File: src/logic/tfp_cfg.svh
// Behaviour
// RQ1: Burst count written mid-period is latched only at the next period start.
// RQ2: Software sets the prescaler before starting and never changes it live.
// RQ3: Burst: first pulse at first crossing, then only crossings inside count*Tck.
// RQ4: Burst timing comes from sync A rising and sync B falling edges.
// RQ5: Later burst pulses last Tp and start Tp/2 before the crossing.
// RQ6: Tp is master clock period times the 16-bit width from high and low bytes.
// RQ7: Polarity bit 0 gives positive pulses, 1 negative; change acts at once.
// RQ8: Negative quadrants: set on A rise, clear after Tp; same on B fall.
// RQ9: Burst events: period rise, period fall, and each firing pulse.
// RQ10: Burst with zero width or zero count gives no pulse and no pulse event.
// RQ11: All events always generated; mask field bits 5:3 select delivery.
// RQ12: Phase mode delay T1 is count times master period times prescaler plus one.
// RQ13: Outside circuit aligns A rising and B falling edges with crossings.
// RQ14: Single-sync bit set uses sync A for B and releases the B pin.
// RQ15: Phase mode after T1 emits 8 pulses at 50% duty, halves of width cycles.
// RQ16: Phase mode width is set at start; changing it needs a block reset.
// RQ17: Software keeps T1 plus train inside the first mains half period.
// RQ18: Phase events: A rising, B falling, and first pulse after T1.
// RQ19: Phase mode with zero width keeps output inactive yet raises pulse event.
// RQ20: Mode 00 PWM, 01 burst, 1x phase angle.
// RQ21: Clock source 0 is master clock, 1 is sync A; burst needs 1.
// RQ22: Enable bit 0 holds block in reset and floats the output; 1 releases.
// RQ23: Outside PWM the run bit stays 1; stop and restart only in PWM.
// RQ24: Both sync inputs pass two flip-flops before edge detection.
`ifndef TFP_CFG_SVH
`define TFP_CFG_SVH

// ----------------------------------------------------------------------
// Register byte offsets
// ----------------------------------------------------------------------
`define TFP_OFS_CTRL  32'h0000_0000
`define TFP_OFS_PWH   32'h0000_0004
`define TFP_OFS_PWL   32'h0000_0008
`define TFP_OFS_CNT   32'h0000_000C
`define TFP_OFS_PSC   32'h0000_0010
`define TFP_OFS_CONF0 32'h0000_0014
`define TFP_OFS_STAT  32'h0000_0018

// ----------------------------------------------------------------------
// Decoded register indices
// ----------------------------------------------------------------------
`define TFP_IDX_NONE  3'h0
`define TFP_IDX_CTRL  3'h1
`define TFP_IDX_PWH   3'h2
`define TFP_IDX_PWL   3'h3
`define TFP_IDX_CNT   3'h4
`define TFP_IDX_PSC   3'h5
`define TFP_IDX_CONF0 3'h6
`define TFP_IDX_STAT  3'h7

// ----------------------------------------------------------------------
// Field positions
// ----------------------------------------------------------------------
`define TFP_POL_BIT   0
`define TFP_MODE_LSB  2
`define TFP_MODE_MSB  3
`define TFP_CLOCK_SOURCE_SELECT_BIT  4
`define TFP_RUN_BIT   5
`define TFP_SINGLE_SYNC_SELECT_BIT  6
`define TFP_ENA_BIT   7
`define TFP_MSK_PLS   3
`define TFP_MSK_RISE  4
`define TFP_MSK_FALL  5

// ----------------------------------------------------------------------
// Reset values and counts
// ----------------------------------------------------------------------
`define TFP_RST_BYTE  8'h00
`define TFP_RST_PSC   16'h0000
`define TFP_PER_LAST  8'hFE
`define TFP_HALF_LAST 4'hF

`endif

File: src/logic/tfp_pkg.sv
package tfp_pkg;

	// Operating modes; both codes with the upper bit set are phase mode.
	typedef enum logic [1:0]
	{
		tfp_md_pwm   = 2'b00,
		tfp_md_burst = 2'b01,
		tfp_md_ph0   = 2'b10,
		tfp_md_ph1   = 2'b11
	} tfp_mode_t;

	// Pulse sequencer states.
	typedef enum logic [1:0]
	{
		tfp_st_idle  = 2'b00,
		tfp_st_delay = 2'b01,
		tfp_st_train = 2'b10
	} tfp_state_t;

endpackage

File: src/logic/tfp_sync_if.sv
`timescale 1ns/100ps
`default_nettype none

// Cleaned mains edges handed from the synchroniser to the sequencer.
interface tfp_sync_if;
	logic rise_a;
	logic fall_b;
	logic lvl_a;
	logic lvl_b;
	modport src (output rise_a, output fall_b, output lvl_a, output lvl_b);
	modport dst (input rise_a, input fall_b, input lvl_a, input lvl_b);
endinterface

`default_nettype wire

File: src/logic/tfp_sync.sv
`timescale 1ns/100ps
`default_nettype none

module tfp_sync
(
	input  wire logic sys_clk_in,
	input  wire logic resetn_in,
	input  wire logic sync_a_in,
	input  wire logic sync_b_in,
	input  wire logic single_in,
	tfp_sync_if.src   sif
);
	logic [1:0] pin_w;
	logic [1:0] m1_q;
	logic [1:0] m2_q;
	logic [1:0] m3_q;

	assign pin_w = {sync_b_in, sync_a_in};

	// Two stages per pin; the third stage only serves edge detection,
	// so the first stage is never seen by any gate.
	genvar i;
	generate
		for (i = 0; i < 2; i = i + 1)
		begin : g_pin
			always_ff @(posedge sys_clk_in)
			begin
				if (!resetn_in)
				begin
					m1_q[i] <= 1'h0;
					m2_q[i] <= 1'h0;
					m3_q[i] <= 1'h0;
				end
				else
				begin
					m1_q[i] <= pin_w[i]; // see RQ24
					m2_q[i] <= m1_q[i];
					m3_q[i] <= m2_q[i];
				end
			end
		end
	endgenerate

	// In single-sync mode the falling edge of A stands in for B.
	assign sif.rise_a = m2_q[0] & ~m3_q[0]; // see RQ4
	assign sif.fall_b = single_in ? (~m2_q[0] & m3_q[0]) // see RQ14
	                              : (~m2_q[1] & m3_q[1]);
	assign sif.lvl_a  = m2_q[0];
	assign sif.lvl_b  = m2_q[1];

endmodule

`default_nettype wire

File: src/logic/tfp_tick_div.sv
`timescale 1ns/100ps
`default_nettype none

module tfp_tick_div
#(
	parameter int W = 16
)
(
	input  wire logic         sys_clk_in,
	input  wire logic         resetn_in,
	input  wire logic         clr_in,
	input  wire logic         step_in,
	input  wire logic [W-1:0] div_in,
	output logic              tick_out
);
	logic [W-1:0] cnt_q;

	// One tick every div_in+1 steps; the divisor is read live, so a
	// change mid-count can stretch one interval.
	assign tick_out = step_in & (cnt_q == div_in);

	always_ff @(posedge sys_clk_in)
	begin
		if (!resetn_in || clr_in)
			cnt_q <= '0;
		else if (tick_out)
			cnt_q <= '0;
		else if (step_in)
			cnt_q <= cnt_q + W'(1);
	end

endmodule

`default_nettype wire

File: src/logic/tfp_top.sv
`timescale 1ns/100ps
`default_nettype none
`include "tfp_cfg.svh"

module tfp_top
(
	input  wire logic        sys_clk_in,
	input  wire logic        resetn_in,
	input  wire logic        hsel_in,
	input  wire logic [31:0] haddr_in,
	input  wire logic [1:0]  htrans_in,
	input  wire logic        hwrite_in,
	input  wire logic [2:0]  hsize_in,
	input  wire logic [31:0] hwdata_in,
	input  wire logic        hready_in,
	output logic [31:0]      hrdata_out,
	output logic             hreadyout_out,
	output logic             hresp_out,
	input  wire logic        mains_sync_a_in,
	input  wire logic        mains_sync_b_in,
	output logic             firing_out,
	output logic             firing_oe_out,
	output logic             sync_b_release_out,
	output logic             rise_irq_out,
	output logic             fall_irq_out,
	output logic             pulse_irq_out
);

	// ------------------------------------------------------------------
	// Bus slave
	// ------------------------------------------------------------------
	function automatic logic [2:0] tfp_reg_idx(input logic [31:0] a);
		logic [2:0] r;
		r = `TFP_IDX_NONE;
		if (a == `TFP_OFS_CTRL)
			r = `TFP_IDX_CTRL;
		if (a == `TFP_OFS_PWH)
			r = `TFP_IDX_PWH;
		if (a == `TFP_OFS_PWL)
			r = `TFP_IDX_PWL;
		if (a == `TFP_OFS_CNT)
			r = `TFP_IDX_CNT;
		if (a == `TFP_OFS_PSC)
			r = `TFP_IDX_PSC;
		if (a == `TFP_OFS_CONF0)
			r = `TFP_IDX_CONF0;
		if (a == `TFP_OFS_STAT)
			r = `TFP_IDX_STAT;
		return r;
	endfunction

	logic        ap_take_w;
	logic [2:0]  ap_idx_q;
	logic        wr_pend_q;
	logic        rd_pend_q;
	logic        hready_q;
	logic        hresp_q;
	logic [31:0] hrdata_q;
	logic [31:0] rd_w;
	logic [7:0]  ctrl_q;
	logic [7:0]  pwh_q;
	logic [7:0]  pwl_q;
	logic [7:0]  cnt_q;
	logic [15:0] psc_q;
	logic [7:0]  conf0_q;
	logic [7:0]  stat_w;

	assign ap_take_w = hsel_in & htrans_in[1] & hready_in;

	// Reads take one wait state so a write just before them has landed.
	always_ff @(posedge sys_clk_in)
	begin
		if (!resetn_in)
		begin
			wr_pend_q <= 1'h0;
			rd_pend_q <= 1'h0;
			ap_idx_q  <= `TFP_IDX_NONE;
			hready_q  <= 1'h1;
			hresp_q   <= 1'h0;
		end
		else
		begin
			wr_pend_q <= ap_take_w & hwrite_in;
			rd_pend_q <= ap_take_w & ~hwrite_in;
			if (ap_take_w)
				ap_idx_q <= tfp_reg_idx(haddr_in);
			hready_q  <= ~(ap_take_w & ~hwrite_in);
			hresp_q   <= 1'h0;
		end
	end

	// Register writes in the data phase; unmapped writes are dropped.
	always_ff @(posedge sys_clk_in)
	begin
		if (!resetn_in)
		begin
			ctrl_q  <= `TFP_RST_BYTE;
			pwh_q   <= `TFP_RST_BYTE;
			pwl_q   <= `TFP_RST_BYTE;
			cnt_q   <= `TFP_RST_BYTE;
			psc_q   <= `TFP_RST_PSC;
			conf0_q <= `TFP_RST_BYTE;
		end
		else if (wr_pend_q)
		begin
			case (ap_idx_q)
				`TFP_IDX_CTRL:  ctrl_q  <= hwdata_in[7:0];
				`TFP_IDX_PWH:   pwh_q   <= hwdata_in[7:0];
				`TFP_IDX_PWL:   pwl_q   <= hwdata_in[7:0];
				`TFP_IDX_CNT:   cnt_q   <= hwdata_in[7:0];
				`TFP_IDX_PSC:   psc_q   <= hwdata_in[15:0]; // see RQ2
				`TFP_IDX_CONF0: conf0_q <= hwdata_in[7:0];
				default:        ;
			endcase
		end
	end

	assign rd_w = (ap_idx_q == `TFP_IDX_CTRL)  ? 32'(ctrl_q)  :
	              (ap_idx_q == `TFP_IDX_PWH)   ? 32'(pwh_q)   :
	              (ap_idx_q == `TFP_IDX_PWL)   ? 32'(pwl_q)   :
	              (ap_idx_q == `TFP_IDX_CNT)   ? 32'(cnt_q)   :
	              (ap_idx_q == `TFP_IDX_PSC)   ? 32'(psc_q)   :
	              (ap_idx_q == `TFP_IDX_CONF0) ? 32'(conf0_q) :
	              (ap_idx_q == `TFP_IDX_STAT)  ? 32'(stat_w)  :
	              32'h0000_0000;

	always_ff @(posedge sys_clk_in)
	begin
		if (!resetn_in)
			hrdata_q <= 32'h0000_0000;
		else if (rd_pend_q)
			hrdata_q <= rd_w;
	end

	assign hrdata_out    = hrdata_q;
	assign hreadyout_out = hready_q;
	assign hresp_out     = hresp_q;

	// ------------------------------------------------------------------
	// Decode, synchroniser and prescaler
	// ------------------------------------------------------------------
	tfp_pkg::tfp_mode_t mode_w;
	logic        en_w;
	logic        pwm_w;
	logic        burst_w;
	logic        phase_w;
	logic        pol_w;
	logic [15:0] utp_w;
	logic        zc_w;
	logic        step_w;
	logic        tick_w;

	tfp_sync_if sif ();

	tfp_sync u_sync
	(
		.sys_clk_in (sys_clk_in),
		.resetn_in  (resetn_in),
		.sync_a_in  (mains_sync_a_in),
		.sync_b_in  (mains_sync_b_in),
		.single_in  (ctrl_q[`TFP_SINGLE_SYNC_SELECT_BIT]),
		.sif        (sif.src)
	);

	assign mode_w  = tfp_pkg::tfp_mode_t'(ctrl_q[`TFP_MODE_MSB:`TFP_MODE_LSB]);
	assign en_w    = ctrl_q[`TFP_ENA_BIT]; // see RQ22
	assign pwm_w   = (mode_w == tfp_pkg::tfp_md_pwm); // see RQ20
	assign burst_w = (mode_w == tfp_pkg::tfp_md_burst);
	assign phase_w = ctrl_q[`TFP_MODE_MSB];
	assign pol_w   = ctrl_q[`TFP_POL_BIT];
	assign utp_w   = {pwh_q, pwl_q}; // see RQ6
	assign zc_w    = sif.rise_a | sif.fall_b; // see RQ4, RQ13

	// Phase mode always divides the master clock; elsewhere the source
	// bit picks master clock or mains edges. Only PWM honours the stop.
	assign step_w = (~ctrl_q[`TFP_CLOCK_SOURCE_SELECT_BIT] | phase_w | sif.rise_a) // see RQ21
	              & (ctrl_q[`TFP_RUN_BIT] | ~pwm_w); // see RQ23

	tfp_tick_div #(.W(16)) u_div
	(
		.sys_clk_in (sys_clk_in),
		.resetn_in  (resetn_in),
		.clr_in     (~en_w | (phase_w & zc_w)), // see RQ12
		.step_in    (step_w),
		.div_in     (psc_q),
		.tick_out   (tick_w)
	);

	// ------------------------------------------------------------------
	// Period signal for PWM and burst
	// ------------------------------------------------------------------
	logic [7:0] per_q;
	logic [7:0] lat_q;
	logic       tb_q;
	logic       tb_w;
	logic       wrap_w;

	assign wrap_w = tick_w & ~phase_w & (per_q == `TFP_PER_LAST);
	assign tb_w   = ~phase_w & (per_q < lat_q); // see RQ3

	// The count is sampled only at a period boundary or while disabled.
	always_ff @(posedge sys_clk_in)
	begin
		if (!resetn_in)
		begin
			per_q <= `TFP_RST_BYTE;
			lat_q <= `TFP_RST_BYTE;
			tb_q  <= 1'h0;
		end
		else if (!en_w)
		begin
			per_q <= `TFP_RST_BYTE;
			lat_q <= cnt_q;
			tb_q  <= 1'h0;
		end
		else
		begin
			if (wrap_w)
			begin
				per_q <= `TFP_RST_BYTE;
				lat_q <= cnt_q; // see RQ1
			end
			else if (tick_w & ~phase_w)
				per_q <= per_q + 8'h01;
			tb_q <= tb_w;
		end
	end

	// ------------------------------------------------------------------
	// Crossing interval measurement for centred burst pulses
	// ------------------------------------------------------------------
	logic [23:0] since_q;
	logic [23:0] hp_q;
	logic [23:0] half_w;
	logic        seen_q;
	logic        hpv_q;
	logic        ctr_ok_w;

	always_ff @(posedge sys_clk_in)
	begin
		if (!resetn_in || !en_w)
		begin
			since_q <= 24'h00_0000;
			hp_q    <= 24'h00_0000;
			seen_q  <= 1'h0;
			hpv_q   <= 1'h0;
		end
		else if (zc_w)
		begin
			since_q <= 24'h00_0000;
			hp_q    <= since_q;
			seen_q  <= 1'h1;
			hpv_q   <= seen_q;
		end
		else
			since_q <= since_q + 24'(~&since_q);
	end

	// Start Tp/2 ahead of the crossing predicted from the last interval.
	assign half_w   = 24'(utp_w[15:1]);
	assign ctr_ok_w = hpv_q & (hp_q > half_w)
	                & (since_q == hp_q - half_w); // see RQ5

	// ------------------------------------------------------------------
	// Pulse sequencer
	// ------------------------------------------------------------------
	tfp_pkg::tfp_state_t st_q;
	logic [15:0] pt_q;
	logic [7:0]  dly_q;
	logic [3:0]  hv_q;
	logic        pls_q;
	logic        bon_q;
	logic        arm_w;
	logic        bstart_w;
	logic        t1_w;
	logic        raw_w;

	// Negative polarity fires right on each edge; positive fires the
	// first pulse on the edge and centres the rest.
	assign arm_w    = burst_w & tb_w & (utp_w != 16'h0000); // see RQ10
	assign bstart_w = arm_w & ((zc_w & (~bon_q | pol_w)) // see RQ3, RQ8
	                | (bon_q & ~pol_w & ctr_ok_w)); // see RQ5
	assign t1_w     = phase_w & (st_q == tfp_pkg::tfp_st_delay)
	                & (dly_q == cnt_q) & ~zc_w; // see RQ12

	always_ff @(posedge sys_clk_in)
	begin
		if (!resetn_in || !en_w)
			bon_q <= 1'h0;
		else
			bon_q <= tb_w & (bon_q | bstart_w);
	end

	// A crossing in phase mode restarts the delay even mid-train.
	always_ff @(posedge sys_clk_in)
	begin
		if (!resetn_in || !en_w)
		begin
			st_q  <= tfp_pkg::tfp_st_idle;
			pt_q  <= 16'h0000;
			dly_q <= `TFP_RST_BYTE;
			hv_q  <= 4'h0;
			pls_q <= 1'h0;
		end
		else if (phase_w & zc_w)
		begin
			st_q  <= tfp_pkg::tfp_st_delay;
			dly_q <= `TFP_RST_BYTE;
			pls_q <= 1'h0;
		end
		else
		begin
			case (st_q)
				tfp_pkg::tfp_st_idle:
				begin
					if (bstart_w)
					begin
						pls_q <= 1'h1;
						pt_q  <= utp_w; // see RQ6
					end
					else if (pls_q && pt_q == 16'h0001)
						pls_q <= 1'h0;
					else if (pls_q)
						pt_q <= pt_q - 16'h0001;
				end
				tfp_pkg::tfp_st_delay:
				begin
					if (t1_w)
					begin
						st_q  <= (utp_w != 16'h0000) ? tfp_pkg::tfp_st_train
						                             : tfp_pkg::tfp_st_idle; // see RQ19
						pt_q  <= utp_w;
						hv_q  <= 4'h0;
						pls_q <= (utp_w != 16'h0000);
					end
					else if (tick_w)
						dly_q <= dly_q + 8'h01;
				end
				tfp_pkg::tfp_st_train:
				begin
					if (pt_q == 16'h0001)
					begin
						pt_q  <= utp_w;
						hv_q  <= hv_q + 4'h1;
						pls_q <= ~pls_q; // see RQ15
						if (hv_q == `TFP_HALF_LAST)
						begin
							st_q  <= tfp_pkg::tfp_st_idle;
							pls_q <= 1'h0;
						end
					end
					else
						pt_q <= pt_q - 16'h0001;
				end
				default:
					st_q <= tfp_pkg::tfp_st_idle;
			endcase
		end
	end

	// Helper counter for the pulse length check.
	logic [15:0] hi_cnt_q;
	always_ff @(posedge sys_clk_in)
	begin
		if (!resetn_in)
			hi_cnt_q <= 16'h0000;
		else
			hi_cnt_q <= pls_q ? hi_cnt_q + 16'h0001 : 16'h0000;
	end

	// ------------------------------------------------------------------
	// Output pin and event outputs
	// ------------------------------------------------------------------
	logic fire_q;
	logic oe_q;
	logic rel_q;
	logic rise_q;
	logic fall_q;
	logic plsi_q;
	logic rise_ev_w;
	logic fall_ev_w;
	logic pls_ev_w;

	assign raw_w     = pwm_w ? tb_q : pls_q;
	assign rise_ev_w = phase_w ? sif.rise_a : (tb_w & ~tb_q); // see RQ9, RQ18
	assign fall_ev_w = phase_w ? sif.fall_b : (~tb_w & tb_q);
	assign pls_ev_w  = t1_w | bstart_w; // see RQ18, RQ19

	// Events are always formed; the mask only gates delivery.
	always_ff @(posedge sys_clk_in)
	begin
		if (!resetn_in)
		begin
			fire_q <= 1'h0;
			oe_q   <= 1'h0;
			rel_q  <= 1'h0;
			rise_q <= 1'h0;
			fall_q <= 1'h0;
			plsi_q <= 1'h0;
		end
		else
		begin
			fire_q <= raw_w ^ pol_w; // see RQ7
			oe_q   <= en_w; // see RQ22
			rel_q  <= ctrl_q[`TFP_SINGLE_SYNC_SELECT_BIT]; // see RQ14
			rise_q <= en_w & rise_ev_w & conf0_q[`TFP_MSK_RISE]; // see RQ11
			fall_q <= en_w & fall_ev_w & conf0_q[`TFP_MSK_FALL];
			plsi_q <= en_w & pls_ev_w & conf0_q[`TFP_MSK_PLS];
		end
	end

	assign firing_out         = fire_q;
	assign firing_oe_out      = oe_q;
	assign sync_b_release_out = rel_q;
	assign rise_irq_out       = rise_q;
	assign fall_irq_out       = fall_q;
	assign pulse_irq_out      = plsi_q;
	assign stat_w = {sif.lvl_b, sif.lvl_a, st_q, bon_q, tb_q, pls_q, en_w};
endmodule

`default_nettype wire

File: config.mk
export PLATFORM = sky130hd
export DESIGN_NAME = tfp_top
export DESIGN_NICKNAME = d
export VERILOG_FILES = /design/src/logic/tfp_pkg.sv /design/src/logic/tfp_sync_if.sv /design/src/logic/tfp_sync.sv /design/src/logic/tfp_tick_div.sv /design/src/logic/tfp_top.sv
export VERILOG_INCLUDE_DIRS = /design/src /design/src/logic
export SDC_FILE = /design/constraint.sdc
export NUM_CORES = 1
export LEC_CHECK = 0
export BUFFER_PORTS_ARGS = -buffer_cell sky130_fd_sc_hd__buf_2
export CORE_MARGIN = 4
export CORE_UTILIZATION = 39
export DETAILED_ROUTE_END_ITERATION = 10
export GPL_TIMING_DRIVEN = 0
export RECOVER_POWER = 50
export SLEW_MARGIN = 20
export SYNTH_ARGS = -nofsm -noshare
export SYNTH_HDL_FRONTEND = slang
export SYNTH_SLANG_ARGS = --single-unit
File: constraint.sdc
create_clock -name sys_clk_in -period 4.7 [get_ports sys_clk_in]
set_input_delay 0.47 -clock sys_clk_in [delete_from_list [all_inputs] [get_ports sys_clk_in]]
set_output_delay 0.47 -clock sys_clk_in [all_outputs]
set_load 0.05 [all_outputs]
Word level (Yosys, flattened, before mapping)
Cells that the tools add are included.
Cells by class
  magnitude comparators: 2
  multiplexer cells: 41
  reductions and logical operators: 30
  eq/ne operators: 33
  bitwise gates (word level): 62
  $add $sub $neg: 7
Operators with widths (number)
  $mux 16: 10
  $eq 32x5->1 const B: 3
  $eq 32x4->1 const B: 2
  $pmux 16 s3: 1
  $and 1x1->1: 33
  $eq 32x3->1 const B: 1
  $logic_not 32->1: 1
  $mux 8: 4
  $add 24x1->24: 1
  $eq 24x24->1: 1
  $gt 24x15->1: 1
  $reduce_and 24->1: 1
  $sub 24x15->24: 1
  $not 1->1: 19
  $mux 3: 6
  $add 16x1->16 const B: 1
  $add 8x1->8 const B: 2
  $eq 16x1->1 const B: 1
  $eq 16x16->1: 1
  $reduce_and 4->1: 4
  $reduce_bool 16->1: 1
  $sub 16x1->16 const B: 1
  $ne 3x3->1 const B: 5
  $reduce_and 2->1: 7
  other kinds (31): 67
Storage, ports and cells
  output and inout bits: 40
  register bits after elaboration: 221
  word-level logic and storage cells: 213

Longest topological paths before layout
Gate-level depths: netlist of run 1.
  depth in word-level cells: 10
  mapped depth: 15
  mapped depth without buffers: 14

Hierarchy
Synthesis of run 1 repeated with hierarchy kept, for this count alone.
Second synthesis, totals
  cell total of the unflattened synthesis: 1377
  area total of the unflattened synthesis: 11272.1 µm²
Modules (own cells, without submodules)
  tfp_top: area an instance 10217.3 µm², cells an instance 1261, times used 1
  tfp_tick_div: area an instance 875.8 µm², cells an instance 100, times used 1
  tfp_sync: area an instance 178.9 µm², cells an instance 16, times used 1

Worst setup path after synthesis of run 1
Ideal clock, no wire load.
  path type: register -> register
  start: reg pwl_q[1]
  end: reg pt_q[5]
  data required time: 4.580 ns
  path slack: 0.955 ns
  stages on the path, launching flop included: 15
  arrival time: 3.625 ns
  buffers on the path: 1
  cell sequence: dfxtp_1 -> ha_1 -> fa_1 -> nand2b_1 -> a21oi_1 -> nor4_1 -> o311a_4 -> a2111oi_4 -> o2111ai_1 -> or4_4 -> a21boi_4 -> or2b_1 -> buf_6 -> o22ai_1 -> a211o_1
On the way
  longest elaborated chain between the ends: 8
  elaborated cells between the ends (all ways): 15
  those cells by class: 1 x add/sub; 1 x order compare; 3 x eq/ne; 2 x mux; 6 x bitwise; 2 x reduce/logical
RTL lines
  start, declared: line tfp_top.sv:62  | logic [7:0] pwl_q;
  start signal, assigned: line tfp_top.sv:99  | pwl_q <= `TFP_RST_BYTE;
  start signal, assigned: line tfp_top.sv:109  | `TFP_IDX_PWL: pwl_q <= hwdata_in[7:0];
  $sub 24x15->24 / $gt 24x15->1 (equally long branches): line tfp_top.sv:262, tfp_top.sv:261
  $eq 24x24->1 / $and 1x1->1 (equally long branches): line tfp_top.sv:262, tfp_top.sv:261
  $and 1x1->1: line tfp_top.sv:262  | & (since_q == hp_q - half_w);
  $and 1x1->1: line tfp_top.sv:282  | | (bon_q & ~pol_w & ctr_ok_w));
  $or 1x1->1: line tfp_top.sv:282
  $and 1x1->1 (*): line tfp_top.sv:281  | assign bstart_w = arm_w & ((zc_w & (~bon_q | pol_w))
  $ne 3x3->1 (no source line) / $mux 16 (equally long branches)
  $reduce_and 5->1 (no source line) / $pmux 16 s3 (equally long branches)
  end signal, assigned: line tfp_top.sv:319  | pt_q <= utp_w;
  end signal, assigned: line tfp_top.sv:324  | pt_q <= pt_q - 16'h0001;
  end signal, assigned: line tfp_top.sv:332  | pt_q <= utp_w;
  end, declared: line tfp_top.sv:268  | logic [15:0] pt_q;
Mark *: on every way between the ends. The rest lies on a longest branch, timed or not.
A chain may end at the register's enable or synchronous reset.

Worst setup path in the final report of run 1
  start: reg pwh_q[6]
  end: reg pt_q[5]
On the way
  longest elaborated chain between the ends: 8
  elaborated cells between the ends (all ways): 15
  those cells by class: 1 x add/sub; 1 x order compare; 3 x eq/ne; 2 x mux; 6 x bitwise; 2 x reduce/logical
RTL lines
  start, declared: line tfp_top.sv:61  | logic [7:0] pwh_q;
  start signal, assigned: line tfp_top.sv:98  | pwh_q <= `TFP_RST_BYTE;
  start signal, assigned: line tfp_top.sv:108  | `TFP_IDX_PWH: pwh_q <= hwdata_in[7:0];
  $sub 24x15->24 / $gt 24x15->1 (equally long branches): line tfp_top.sv:262, tfp_top.sv:261
  $eq 24x24->1 / $and 1x1->1 (equally long branches): line tfp_top.sv:262, tfp_top.sv:261
  $and 1x1->1: line tfp_top.sv:262
  $and 1x1->1: line tfp_top.sv:282
  $or 1x1->1: line tfp_top.sv:282
  $and 1x1->1 (*): line tfp_top.sv:281
  $ne 3x3->1 (no source line) / $mux 16 (equally long branches)
  $reduce_and 5->1 (no source line) / $pmux 16 s3 (equally long branches)
Marks and branches as above.

==> key figures, run 1 <==
Status
  – Status: finished clean

Yosys
  – Ys async rst share: 0%
  – Cells after synthesis: 1,422
  – Yosys reg bits: 205
  – Synth warnings: 0
  – Top_reg_cell synth: dfxtp_1
  – Synthesized area per cell: 7.902 sq um
  – Register area share after synthesis: 36.52%
  – Yosys cell types: 75
  – EDFF count, synth: 0
  – Synthesized area: roughly 0.011 sq mm

Route
  – DR WL/cell: approximately 17 um
  – DRT iter0 DRCs: between 600 and 700
  – Routed vias/inst: ~5.3
  – Vias: between 10,000 and 15,000
  – Antenna viol nets, final: 0
  – # DRC: 0
  – Drt first pass iters: 5
  – Final wirelength: ~33 mm

Timing
  – RSZ-0062 raised after global routing: false
  – Tcrit/Tclk final: a little over nine tenths
  – Least-Margin Pin Slew: 1059 ps
  – Max Freq: about 0.22 GHz
  – Fin. Hold Viols: 0
  – Final setup fails: 0
  – Clock skew: between 30 and 40 ps
  – Slew Viols, Final: 0
  – Final min period: 4490 ps
  – Max_slew headroom: 28.73%
  – Fin Setup TNS: 0 ps

Floorplan
  – Initial Util: between 40 and 50%
  – Cell Rows: ~60
  – CORE AREA: 0.02809 sq mm
  – Die ar.: 0.03159 sq mm
  – Die W: 177.7 um
  – IO Pins: roughly 120
  – Chip Height: roughly 180 um

Place
  – Cell count after placement: around 1,900
  – Placed cell areas: about 0.012 sq mm
  – GP Congestion: a little over 0.9
  – Post-DP HPWL: between 20 and 25 mm
  – IO buf count: slightly below 80

Pwr
  – NetSw: slightly above 800 uW
  – Sw Ratio: between 20% and 30%
  – Power density over cell area: just under 300 mW/mm^2
  – Leak Pwr: 0.004648 uW
  – Comb pwr share: 3.3%
  – Power Internal: 2951 uW
  – Clk pwr share: roughly half
  – Peak VDD IR: just under 0.3 mV
  – Sequential Power Share: between 40% and 50%

Clock tree
  – CTS tree: done
  – Clock Path Buffers: 3
  – CTS H-tree lvls: 1
  – Worst skew pair latency: around 540 ps
  – Clk root buf: clkbuf_16
  – Clk sinks: 205
  – Clock transition at path regs: about 60 ps
  – TritonCTS Buffers: 24
  – Post-CTS Hold Buffers: 0

Setup path
  – Reg-to-reg setup timing slack: between 200 and 250 ps
  – Worst Reg-to-Reg Cells: 14
  – Critical Path Sink: pt_q[5]$_SDFFE_PN0P_
  – Critical-path cell list: inv_1, ha_1, clkbuf_2, nand4_2, or4_4, o311a_4, a2111oi_4, o2111ai_1, or4_4, a21boi_4, or2b_1, buf_6, o22ai_1, a211o_1
  – Worst path max stage delay: between 600 and 700 ps
  – Critical path arrival: a little under 5000 ps
  – Worst setup startpoint: pwh_q[6]$_SDFFE_PN0P_
  – Crit path depth: 14
  – R2r endpoint: pt_q[5]$_SDFFE_PN0P_
  – CP most frequent cell: or4_4
  – CP top delay family: compound AO/OA/AOI/OAI gates
  – Slowest-stage cell, CP: or4_4
  – Critical path data required time: a little over 5000 ps
  – Type of destination of the critical path: register
  – WP buf/inv: 3
  – Crit path launch type: register
  – CP Class: reg -> reg
  – Critical R2R Launch: pwh_q[6]$_SDFFE_PN0P_
  – CP Max Fanout: 10

Layout
  – Syn-to-layout area delta: 15.29%
  – Layout fillers: roughly 2,900
  – Leading cell types in the layout, fill and taps excluded: 263 x nand2_1, 203 x dfxtp_1, 124 x nor2_1, 95 x a21oi_1, 81 x clkbuf_1
  – Nets: about 1,700
  – Commonest non-fill, non-tap cell in the layout: nand2_1
  – Diode count: 0
  – Final Non-Filler Cells: between 1,500 and 2,000
  – Design area: roughly 0.013 sq mm
  – Share of cells above drive strength 1: under 10%

Global route
  – GRT overflow: 0
  – Pin count of the biggest net entering global routing: 14
  – Number of global-route vias before repair: about 9,600
  – Initial antenna violation count: 1
  – First-pass GRT wire length: about 52 mm
  – Total track usage: 20.37%

Hold path
  – Hold Path Class: in -> reg

Job
  – MaxCap Viol Count: 0
==> worst register-to-register path, stage by stage (launching register included) <==
cell	delay, ps
dfxtp_1	510
inv_1	160
ha_1	300
clkbuf_2	170
nand4_2	180
or4_4	550
o311a_4	350
a2111oi_4	370
o2111ai_1	280
or4_4	620
a21boi_4	230
or2b_1	140
buf_6	140
o22ai_1	100
a211o_1	260
==> registers in the layout (all words and copies together), names as in the netlist, 8 cells and up <==
register and flops:
hrdata_out 16, pwh_q 8, dly_q 8, psc_q 16, hp_q 24, pwl_q 8, per_q 8, cnt_q 8
conf0_q 8, u_div.cnt_q 16, lat_q 8, since_q 24, ctrl_q 8, pt_q 16
==> cell families (layout without fill, tap and decap cells) <==
family | Yosys count | after routing | synth area share [%]
buf+inv | 121 | 239 | 4.754
compound gates | 288 | 288 | 16.65
xor+xnor | 104 | 104 | 8.106
other cells | 1 | 17 | 0.03337
flops | 205 | 205 | 36.52
fa+ha+maj | 36 | 36 | 4.075
mux | 28 | 28 | 3.285
simple gates | 639 | 639 | 26.58
==> area by class of cell <==
cell class                 count  area, sq um  share of cell area, %
buffer                        75        361.6                  2.791
clock buffer                  33        674.4                  5.206
clock inverter                 8        142.6                  1.101
inverter                      45        168.9                  1.304
multi-input combinational   1112         6668                  51.47
sequential                   205         4106                  31.70
tap                          378        473.0                  3.651
timing repair buffer          78        360.3                  2.782
==> power by group through the flow <==
stage               combinational [uW]  sequential (uW)  clock (uW)
global route                       132             1740        2030
floorplan                         71.3             1780           0
global placement                   123             1780           0
CTS                                123             1740        1970
finish                             125             1740        1920
detailed placement                 123             1780           0
==> cells in the mapped netlist (all sizes together), types with 21 or more instances <==
master	instances	area, sq um
nor3	25	125.1
nor4	21	131.4
o21ai	59	299.0
dfxtp	205	4104
clkbuf	52	196.4
a21oi	96	491.7
nor2	124	465.5
nand4	23	150.1
and3	23	143.9
buf	24	168.9
nand2	264	993.5
xor2	57	499.2
xnor2	47	411.6
inv	45	168.9
a21boi	64	491.7
nand3	55	275.3
ha	35	437.9
nor2b	33	206.5
==> worst min path at each step <==
| stage | depth (start not counted) | slack [ps] | start | to |
|---|---|---|---|---|
| final | 2 | 140 | mains_sync_b_in | u_sync.m1_q[1]$_SDFF_PN0_ |
| after global routing | 2 | 150 | hwrite_in | hreadyout_out$_SDFF_PN1_ |
| after CTS | 2 | 120 | mains_sync_b_in | u_sync.m1_q[1]$_SDFF_PN0_ |
| after detailed placement | 1 | 430 | u_sync.m1_q[1]$_SDFF_PN0_ | u_sync.sif.lvl_b$_SDFF_PN0_ |
| after global placement | 1 | 420 | u_sync.m1_q[1]$_SDFF_PN0_ | u_sync.sif.lvl_b$_SDFF_PN0_ |
| after floorplan | 1 | 410 | u_sync.m1_q[0]$_SDFF_PN0_ | u_sync.sif.lvl_a$_SDFF_PN0_ |
==> metrics by stage <==
step	hold WS, ps	power [uW]	setup WS (ps)	util [%]
2_1_floorplan	411.9	1852	955.0	-
3_3_place_gp	416.3	1903	244.6	43.30
3_5_place_dp	428.1	1903	247.8	43.30
4_1_cts	118.1	3831	218.8	46.20
5_1_grt	145.8	3902	3.908	46.12
6_report	139.5	3782	209.8	46.12
==> what timing repair did <==
| action | in CTS | in global routing |
|---|---|---|
| setup endpoints to repair | 0 | 8 |
| resized for setup | 0 | 3 |
| buffers inserted | 0 | 0 |
| endpoints found under the hold margin | 0 | 0 |
==> routing by layer <==
metal  GRT usage, %  vias up  wire (um)
li1               -     5096          -
met1          28.19     4757      14710
met2          32.07      333      14660
met3          3.302       82       1964
met4          7.541        0       1284
met5              0        -          0
No activity file was read; power rests on OpenSTA's default activity.
==> run 2: changes to the inputs <==
--- a/config.mk
+++ b/config.mk
@@ -11,6 +11,7 @@
 export CORE_UTILIZATION = 39
 export DETAILED_ROUTE_END_ITERATION = 10
 export GPL_TIMING_DRIVEN = 0
+export PLACE_DENSITY = 0.66
 export RECOVER_POWER = 50
 export SLEW_MARGIN = 20
 export SYNTH_ARGS = -nofsm -noshare
==> run 2 against run 1 <==
Die area did not move. Global-route usage fell by 0.27 points. Flip-flop and latch count did not move. Clock skew fell by 17 ps. Count of clock-buffer cells in the layout fell by 2. Wire length fell by 2.4%.
==> key figures, run 2 (same netlist as run 1, synthesis figures left out) <==
Global route
  – Initial antenna violation count: 1 (unchanged)
  – Total track usage: 20.10% (-0.27 points)
  – First-pass GRT wire length: 51.67 mm (-0.78%)
  – GRT overflow: 0 (unchanged)
  – Number of global-route vias before repair: 9,875 (+2.7%)
  – Pin count of the biggest net entering global routing: 14 (unchanged)

Setup path
  – Critical path arrival: 4870 ps (-30 ps)
  – R2r endpoint: pt_q[2]$_SDFFE_PN0P_
  – Reg-to-reg setup timing slack: 230 ps (+20 ps)
  – Slowest-stage cell, CP: or4_4
  – Critical-path cell list: inv_1, ha_1, buf_2, nand4_2, or4_4, o311a_4, a2111oi_4, o2111ai_2, or4_4, a21oi_4, buf_4, o21ai_0, a21oi_1, o21ai_0
  – Crit path launch type: register
  – Worst path max stage delay: 620 ps (about the same)
  – Worst setup startpoint: pwh_q[3]$_SDFFE_PN0P_
  – CP top delay family: compound AO/OA/AOI/OAI gates
  – Worst Reg-to-Reg Cells: 14 (unchanged)
  – CP Class: reg -> reg
  – Critical path data required time: 5090 ps (-20 ps)
  – Type of destination of the critical path: register
  – WP buf/inv: 3 (unchanged)
  – Critical R2R Launch: pwh_q[3]$_SDFFE_PN0P_
  – CP Max Fanout: 10 (unchanged)

Clock tree
  – CTS tree: done
  – Clock transition at path regs: 60 ps (about the same)
  – Clk sinks: 205 (unchanged)
  – TritonCTS Buffers: 25 (+4.2%)
  – Worst skew pair latency: 530 ps (about the same)
  – Clock Path Buffers: 3 (unchanged)
  – Clk root buf: clkbuf_16
  – CTS H-tree lvls: 1 (unchanged)
  – Post-CTS Setup Bufs: 0 (unchanged)

Floorplan
  – Cell Rows: 61 (unchanged)
  – CORE AREA: 0.02809 sq mm (unchanged)
  – Die ar.: 0.03159 sq mm (unchanged)
  – Chip Height: 177.7 um (unchanged)
  – Initial Util: 40.01% (unchanged)
  – IO Pins: 116 (unchanged)
  – Die W: 177.7 um (unchanged)

Route
  – Final wirelength: 31.85 mm (-2.4%)
  – DRT iter0 DRCs: 771 (+24%)
  – Antenna viol nets, final: 0 (unchanged)
  – DR WL/cell: 16.42 um (-2.6%)
  – # DRC: 0 (unchanged)
  – Drt first pass iters: 5 (unchanged)
  – Vias: 10,350 (+0.76%)
  – Routed vias/inst: 5.336 (+0.50%)

Layout
  – Commonest non-fill, non-tap cell in the layout: nand2_1
  – Share of cells above drive strength 1: 9.545% (+0.35 points)
  – Leading cell types in the layout, fill and taps excluded: 263 x nand2_1, 205 x dfxtp_1, 124 x nor2_1, 94 x a21oi_1, 79 x clkbuf_1
  – Nets: 1,655 (+0.12%)
  – Util after Layout: 46.42% (+0.29 points)
  – Top Registers: hp_q: 24 flops, since_q: 24 flops
  – Syn-to-layout area delta: 16.02%
  – Diode count: 0 (unchanged)

Timing
  – Least-Margin Pin Slew: 1076 ps (+16.84 ps)
  – Max_slew headroom: 27.59% (-1.1 points)
  – Final setup fails: 0 (unchanged)
  – Slew Viols, Final: 0 (unchanged)
  – Fin. Hold Viols: 0 (unchanged)
  – Fin Setup TNS: 0 ps (unchanged)
  – RSZ-0062 raised after global routing: false
  – Tcrit/Tclk final: 95.17% (-0.37 points)
  – Final worst setup slack: 227.1 ps (+17.29 ps)
  – Max Freq: 0.2236 GHz (+0.39%)
  – Clock skew: 14.16 ps (-17.02 ps)
  – Final min period: 4473 ps (-17.29 ps)
  – Hold_ws: 154.8 ps (+15.30 ps)

Hold path
  – Worst hold path endpoint: u_sync.m1_q[0]$_SDFF_PN0_
  – Hold Startpoint: mains_sync_a_in
  – Worst Hold Depth: 2 (unchanged)
  – Hold Path Class: in -> reg

Place
  – Post-DP HPWL: 24.25 mm (-0.10%)
  – IO buf count: 78 (unchanged)
  – GP Congestion: 0.9044 (-2.4%)
  – Worst slack, placed: 174.0 ps (-73.79 ps)

Pwr
  – NetSw: 846.0 uW (+1.8%)
  – Sw Ratio: 21.55% (-0.43 points)
  – Peak VDD IR: 0.2370 mV (-18%)
  – Sequential Power Share: 44.4% (-1.7 points)
  – Comb pwr share: 3.1% (-0.2 points)
  – Power density over cell area: 301.1 mW/mm^2 (+3.1%)
  – Power Internal: 3080 uW (+4.4%)
  – Clk pwr share: 52.6% (+2.0 points)
  – Leak Pwr: 0.004699 uW (+1.1%)

Job
  – MaxCap Viol Count: 0 (unchanged)

Status
  – Status: finished clean
## run 2: cell type report
type | instances | area [sq um]
sequential | 205 | 4104
inverter | 45 | 168.9
fill | 2833 | 15050
clock buffer | 31 | 678.2
timing repair buffer | 79 | 367.9
tap | 378 | 473.0
buffer | 75 | 361.6
multi-input combinational | 1112 | 6675
clock inverter | 14 | 209.0
## run 2: per-layer routing
layer  global-route usage, %  vias to the layer above  part of all wire, %
li1                        -                     5119                    -
met1                   27.53                     4822                   46
met2                   32.34                      343                   44
met3                   3.387                       60                  6.5
met4                   6.510                        2                  3.1
met5                       0                        -                0.025
## run 2: worst max-delay path by stage
| stage | slack [ps] | cells after the start | to |
|---|---|---|---|
| final | 230 | 14 | pt_q[2]$_SDFFE_PN0P_ |
| after global routing | 40 | 13 | pt_q[8]$_SDFFE_PN0P_ |
| after CTS | 170 | 14 | pt_q[2]$_SDFFE_PN0P_ |
| after detailed placement | 170 | 14 | pt_q[2]$_SDFFE_PN0P_ |
| after global placement | 190 | 14 | pt_q[2]$_SDFFE_PN0P_ |
| after floorplan | 950 | 14 | pt_q[5]$_SDFFE_PN0P_ |
## run 2: through the flow
stage                     power, uW  cell area [sq um]  cells
after floorplan                1852              11300   1438
after global placement         1899              12160   1894
after detailed placement       1900              12170   1895
after CTS                      3975              13060   1940
after global routing           4053              13040   1939
final                          3926              13040   1939
## run 2: repair_timing
action | in CTS | in global routing
resized for setup | 0 | 2
hold buffers | 0 | 0
endpoints found under the hold margin | 0 | 0
setup endpoints to repair | 0 | 9
## run 2: power by group through the flow
stage	Clock [uW]	Sequential (uW)	Combinational, uW
2_1_floorplan	0	1780	71.3
3_3_place_gp	0	1780	119
3_5_place_dp	0	1780	119
4_1_cts	2110	1740	119
5_1_grt	2180	1740	128
6_report	2060	1740	120
==> run 3: changes to the inputs <==
--- a/config.mk
+++ b/config.mk
@@ -7,11 +7,13 @@
 export NUM_CORES = 1
 export LEC_CHECK = 0
 export BUFFER_PORTS_ARGS = -buffer_cell sky130_fd_sc_hd__buf_2
+export CELL_PAD_IN_SITES_DETAIL_PLACEMENT = 0
+export CELL_PAD_IN_SITES_GLOBAL_PLACEMENT = 2
 export CORE_MARGIN = 4
-export CORE_UTILIZATION = 39
+export CORE_UTILIZATION = 35
 export DETAILED_ROUTE_END_ITERATION = 10
 export GPL_TIMING_DRIVEN = 0
-export PLACE_DENSITY = 0.66
+export PLACE_DENSITY = 0.89
 export RECOVER_POWER = 50
 export SLEW_MARGIN = 20
 export SYNTH_ARGS = -nofsm -noshare
==> run 3 against run 2 <==
Via count shrank 1.8%. Highest routed layer is now met4. Clock power shrank 3%. Combinational power is essentially flat. Critical path depth shrank 1. Global-route usage shrank 1.5 points. Count of clock-buffer cells in the layout grew 3. Critical endpoint is now pt_q[5]$_SDFFE_PN0P_.
==> key figures, run 3 (same netlist as run 1, synthesis figures left out) <==
Layout
  – Layout fillers: 3,276 (+16%)
  – Diode count: 0 (unchanged)
  – Nets: 1,656 (+0.060%)
  – Register area: 0.004105 sq mm (about the same)
  – Leading cell types in the layout, fill and taps excluded: 263 x nand2_1, 204 x dfxtp_1, 124 x nor2_1, 95 x a21oi_1, 77 x clkbuf_1
  – Top Registers: hp_q: 24 flops, since_q: 24 flops
  – Commonest non-fill, non-tap cell in the layout: nand2_1
  – Multi-input logic area: 0.006673 sq mm (about the same)
  – Syn-to-layout area delta: 16.18%
  – Share of cells above drive strength 1: 9.789% (+0.24 points)
  – Design area: 0.01306 sq mm (+0.13%)

Global route
  – First-pass GRT wire length: 53.65 mm (+3.8%)
  – Total track usage: 18.61% (-1.5 points)
  – Pin count of the biggest net entering global routing: 15 (+1)
  – Number of global-route vias before repair: 9,828 (-0.48%)
  – Most used routing layer: met2
  – Initial antenna violation count: 0 (-1)
  – GRT overflow: 0 (unchanged)
  – Met2 usage: 32.43% (+0.092 points)
  – GRT met1 Usage: 24.27% (-3.3 points)
  – Met3 usage: 2.184% (-1.2 points)

Setup path
  – WP buf/inv: 3 (unchanged)
  – Critical path arrival: 4920 ps (+50 ps)
  – Worst path max stage delay: 710 ps (+90 ps)
  – CP top delay family: compound AO/OA/AOI/OAI gates
  – Crit path launch type: register
  – Critical path data required time: 5130 ps (+40 ps)
  – Worst Reg-to-Reg Cells: 13 (-1)
  – Type of destination of the critical path: register
  – Reg-to-reg setup timing slack: 210 ps (-20 ps)
  – Critical R2R Launch: pwh_q[7]$_SDFFE_PN0P_
  – Slowest-stage cell, CP: a2111oi_0
  – R2r endpoint: pt_q[5]$_SDFFE_PN0P_
  – CP Max Fanout: 10 (unchanged)
  – CP Class: reg -> reg
  – Critical-path cell list: inv_1, ha_1, buf_2, a2111oi_0, o21ai_1, or3_1, a2111o_1, or4_4, a21boi_4, or2b_1, buf_6, o22ai_1, a211o_1

Place
  – Placed cell areas: 0.01220 sq mm (+0.25%)
  – IO buf count: 78 (unchanged)
  – Post-DP HPWL: 25.84 mm (+6.6%)
  – GP Congestion: 0.9106 (+0.69%)

Route
  – DR WL/cell: 17.21 um (+4.8%)
  – Routed vias/inst: 5.168 (-3.1%)
  – Final wirelength: 33.82 mm (+6.2%)
  – # DRC: 0 (unchanged)
  – Vias: 10,160 (-1.8%)
  – DRT iter0 DRCs: 589 (-24%)
  – Drt first pass iters: 7 (+2)
  – Antenna viol nets, final: 0 (unchanged)

Timing
  – Max Freq: 0.2227 GHz (-0.37%)
  – Hold_ws: 121.8 ps (-33.02 ps)
  – Slew Viols, Final: 0 (unchanged)
  – Fin Setup TNS: 0 ps (unchanged)
  – Final setup fails: 0 (unchanged)
  – Tcrit/Tclk final: 95.53% (+0.36 points)
  – Max_slew headroom: 27.24% (-0.35 points)
  – RSZ-0062 raised after global routing: false
  – Fin. Hold Viols: 0 (unchanged)
  – Final min period: 4490 ps (+16.82 ps)
  – Least-Margin Pin Slew: 1081 ps (+5.239 ps)
  – Clock skew: 34.60 ps (+20.44 ps)

Floorplan
  – CORE AREA: 0.03164 sq mm (+13%)
  – Initial Util: 35.52% (-4.5 points)
  – Die ar.: 0.03504 sq mm (+11%)
  – IO Pins: 116 (unchanged)
  – Cell Rows: 65 (+6.6%)
  – Chip Height: 187.2 um (+5.3%)
  – Die W: 187.2 um (+5.3%)

Hold path
  – Worst hold path endpoint: u_sync.m1_q[0]$_SDFF_PN0_
  – Hold Startpoint: mains_sync_a_in
  – Worst Hold Depth: 2 (unchanged)
  – Hold Path Class: in -> reg

Pwr
  – Sequential Power Share: 45.2% (+0.8 points)
  – Power density over cell area: 295.5 mW/mm^2 (-1.9%)
  – Peak VDD IR: 0.2700 mV (+14%)
  – Leak Pwr: 0.004700 uW (about the same)
  – Sw Ratio: 23.10% (+1.6 points)
  – NetSw: 891.3 uW (+5.4%)
  – Power Internal: 2967 uW (-3.7%)
  – Comb pwr share: 3.2% (about the same)
  – Clk pwr share: 51.7% (-0.9 points)

Clock tree
  – Post-CTS Setup Bufs: 0 (unchanged)
  – TritonCTS Buffers: 26 (+4.0%)
  – Clock transition at path regs: 60 ps (about the same)
  – Clock Path Buffers: 3 (unchanged)
  – Worst skew pair latency: 560 ps (+30 ps)
  – Post-CTS Hold Buffers: 0 (unchanged)
  – Clk root buf: clkbuf_16
  – Clk sinks: 205 (unchanged)
  – CTS H-tree lvls: 1 (unchanged)
  – CTS tree: done

Job
  – MaxCap Viol Count: 0 (unchanged)

Status
  – Status: finished clean
-- run 3: cell types whose count changed in the layout (fill, tap and decap cells not counted), sizes merged --
cell / previous run / this run
bufinv: 5 / 1
clkbuf: 108 / 111
clkinv: 7 / 10
-- run 3: repair_timing --
action | in CTS | in global routing
endpoints found under the setup margin | 0 | 11
resized for setup | 0 | 2
endpoints found under the hold margin | 0 | 0
-- run 3: routing by layer --
layer  vias to the layer above  share of wire (%)  wire length [um]
li1                       5116                  -                 -
met1                      4749                 45             15330
met2                       232                 47             15940
met3                        58                4.2              1405
met4                         0                3.4              1136
met5                         -                  0                 0
-- run 3: area by class of cell --
| class | count | area share [%] |
|---|---|---|
| buffer | 75 | 2.770 |
| timing repair buffer | 79 | 2.818 |
| multi-input combinational | 1112 | 51.11 |
| clock buffer | 34 | 5.750 |
| sequential | 205 | 31.45 |
| tap | 402 | 3.853 |
| inverter | 45 | 1.294 |
| clock inverter | 13 | 0.9584 |
-- run 3: metrics by stage --
| stage | instances | worst slack [ps] | utilization, % | total power [uW] |
|---|---|---|---|---|
| after floorplan | 1438 | 955.0 | - | 1852 |
| final | 1965 | 210.3 | 41.27 | 3858 |
| after global routing | 1965 | 18.93 | 41.27 | 3986 |
| after global placement | 1918 | 131.6 | 38.53 | 1902 |
| after CTS | 1966 | 161.7 | 41.34 | 3906 |
| after detailed placement | 1919 | 197.7 | 38.58 | 1902 |
-- run 3: worst max-delay path by stage --
stage	startpoint	end	cells after the start
final	pwh_q[7]$_SDFFE_PN0P_	pt_q[5]$_SDFFE_PN0P_	13
after global routing	pwh_q[7]$_SDFFE_PN0P_	pt_q[2]$_SDFFE_PN0P_	13
after CTS	pwh_q[3]$_SDFFE_PN0P_	pt_q[5]$_SDFFE_PN0P_	14
after detailed placement	pwh_q[3]$_SDFFE_PN0P_	pt_q[5]$_SDFFE_PN0P_	14
after global placement	ctrl_q[3]$_SDFFE_PN0P_	per_q[1]$_SDFFE_PP0P_	10
after floorplan	pwl_q[1]$_SDFFE_PN0P_	pt_q[5]$_SDFFE_PN0P_	14
-- run 3: power by group through the flow --
stage / combinational, uW / sequential (uW) / clock, uW
after global routing: 130 / 1740 / 2110
after CTS: 121 / 1740 / 2040
after detailed placement: 121 / 1780 / 0
after floorplan: 71.3 / 1780 / 0
after global placement: 121 / 1780 / 0
final: 122 / 1740 / 1990
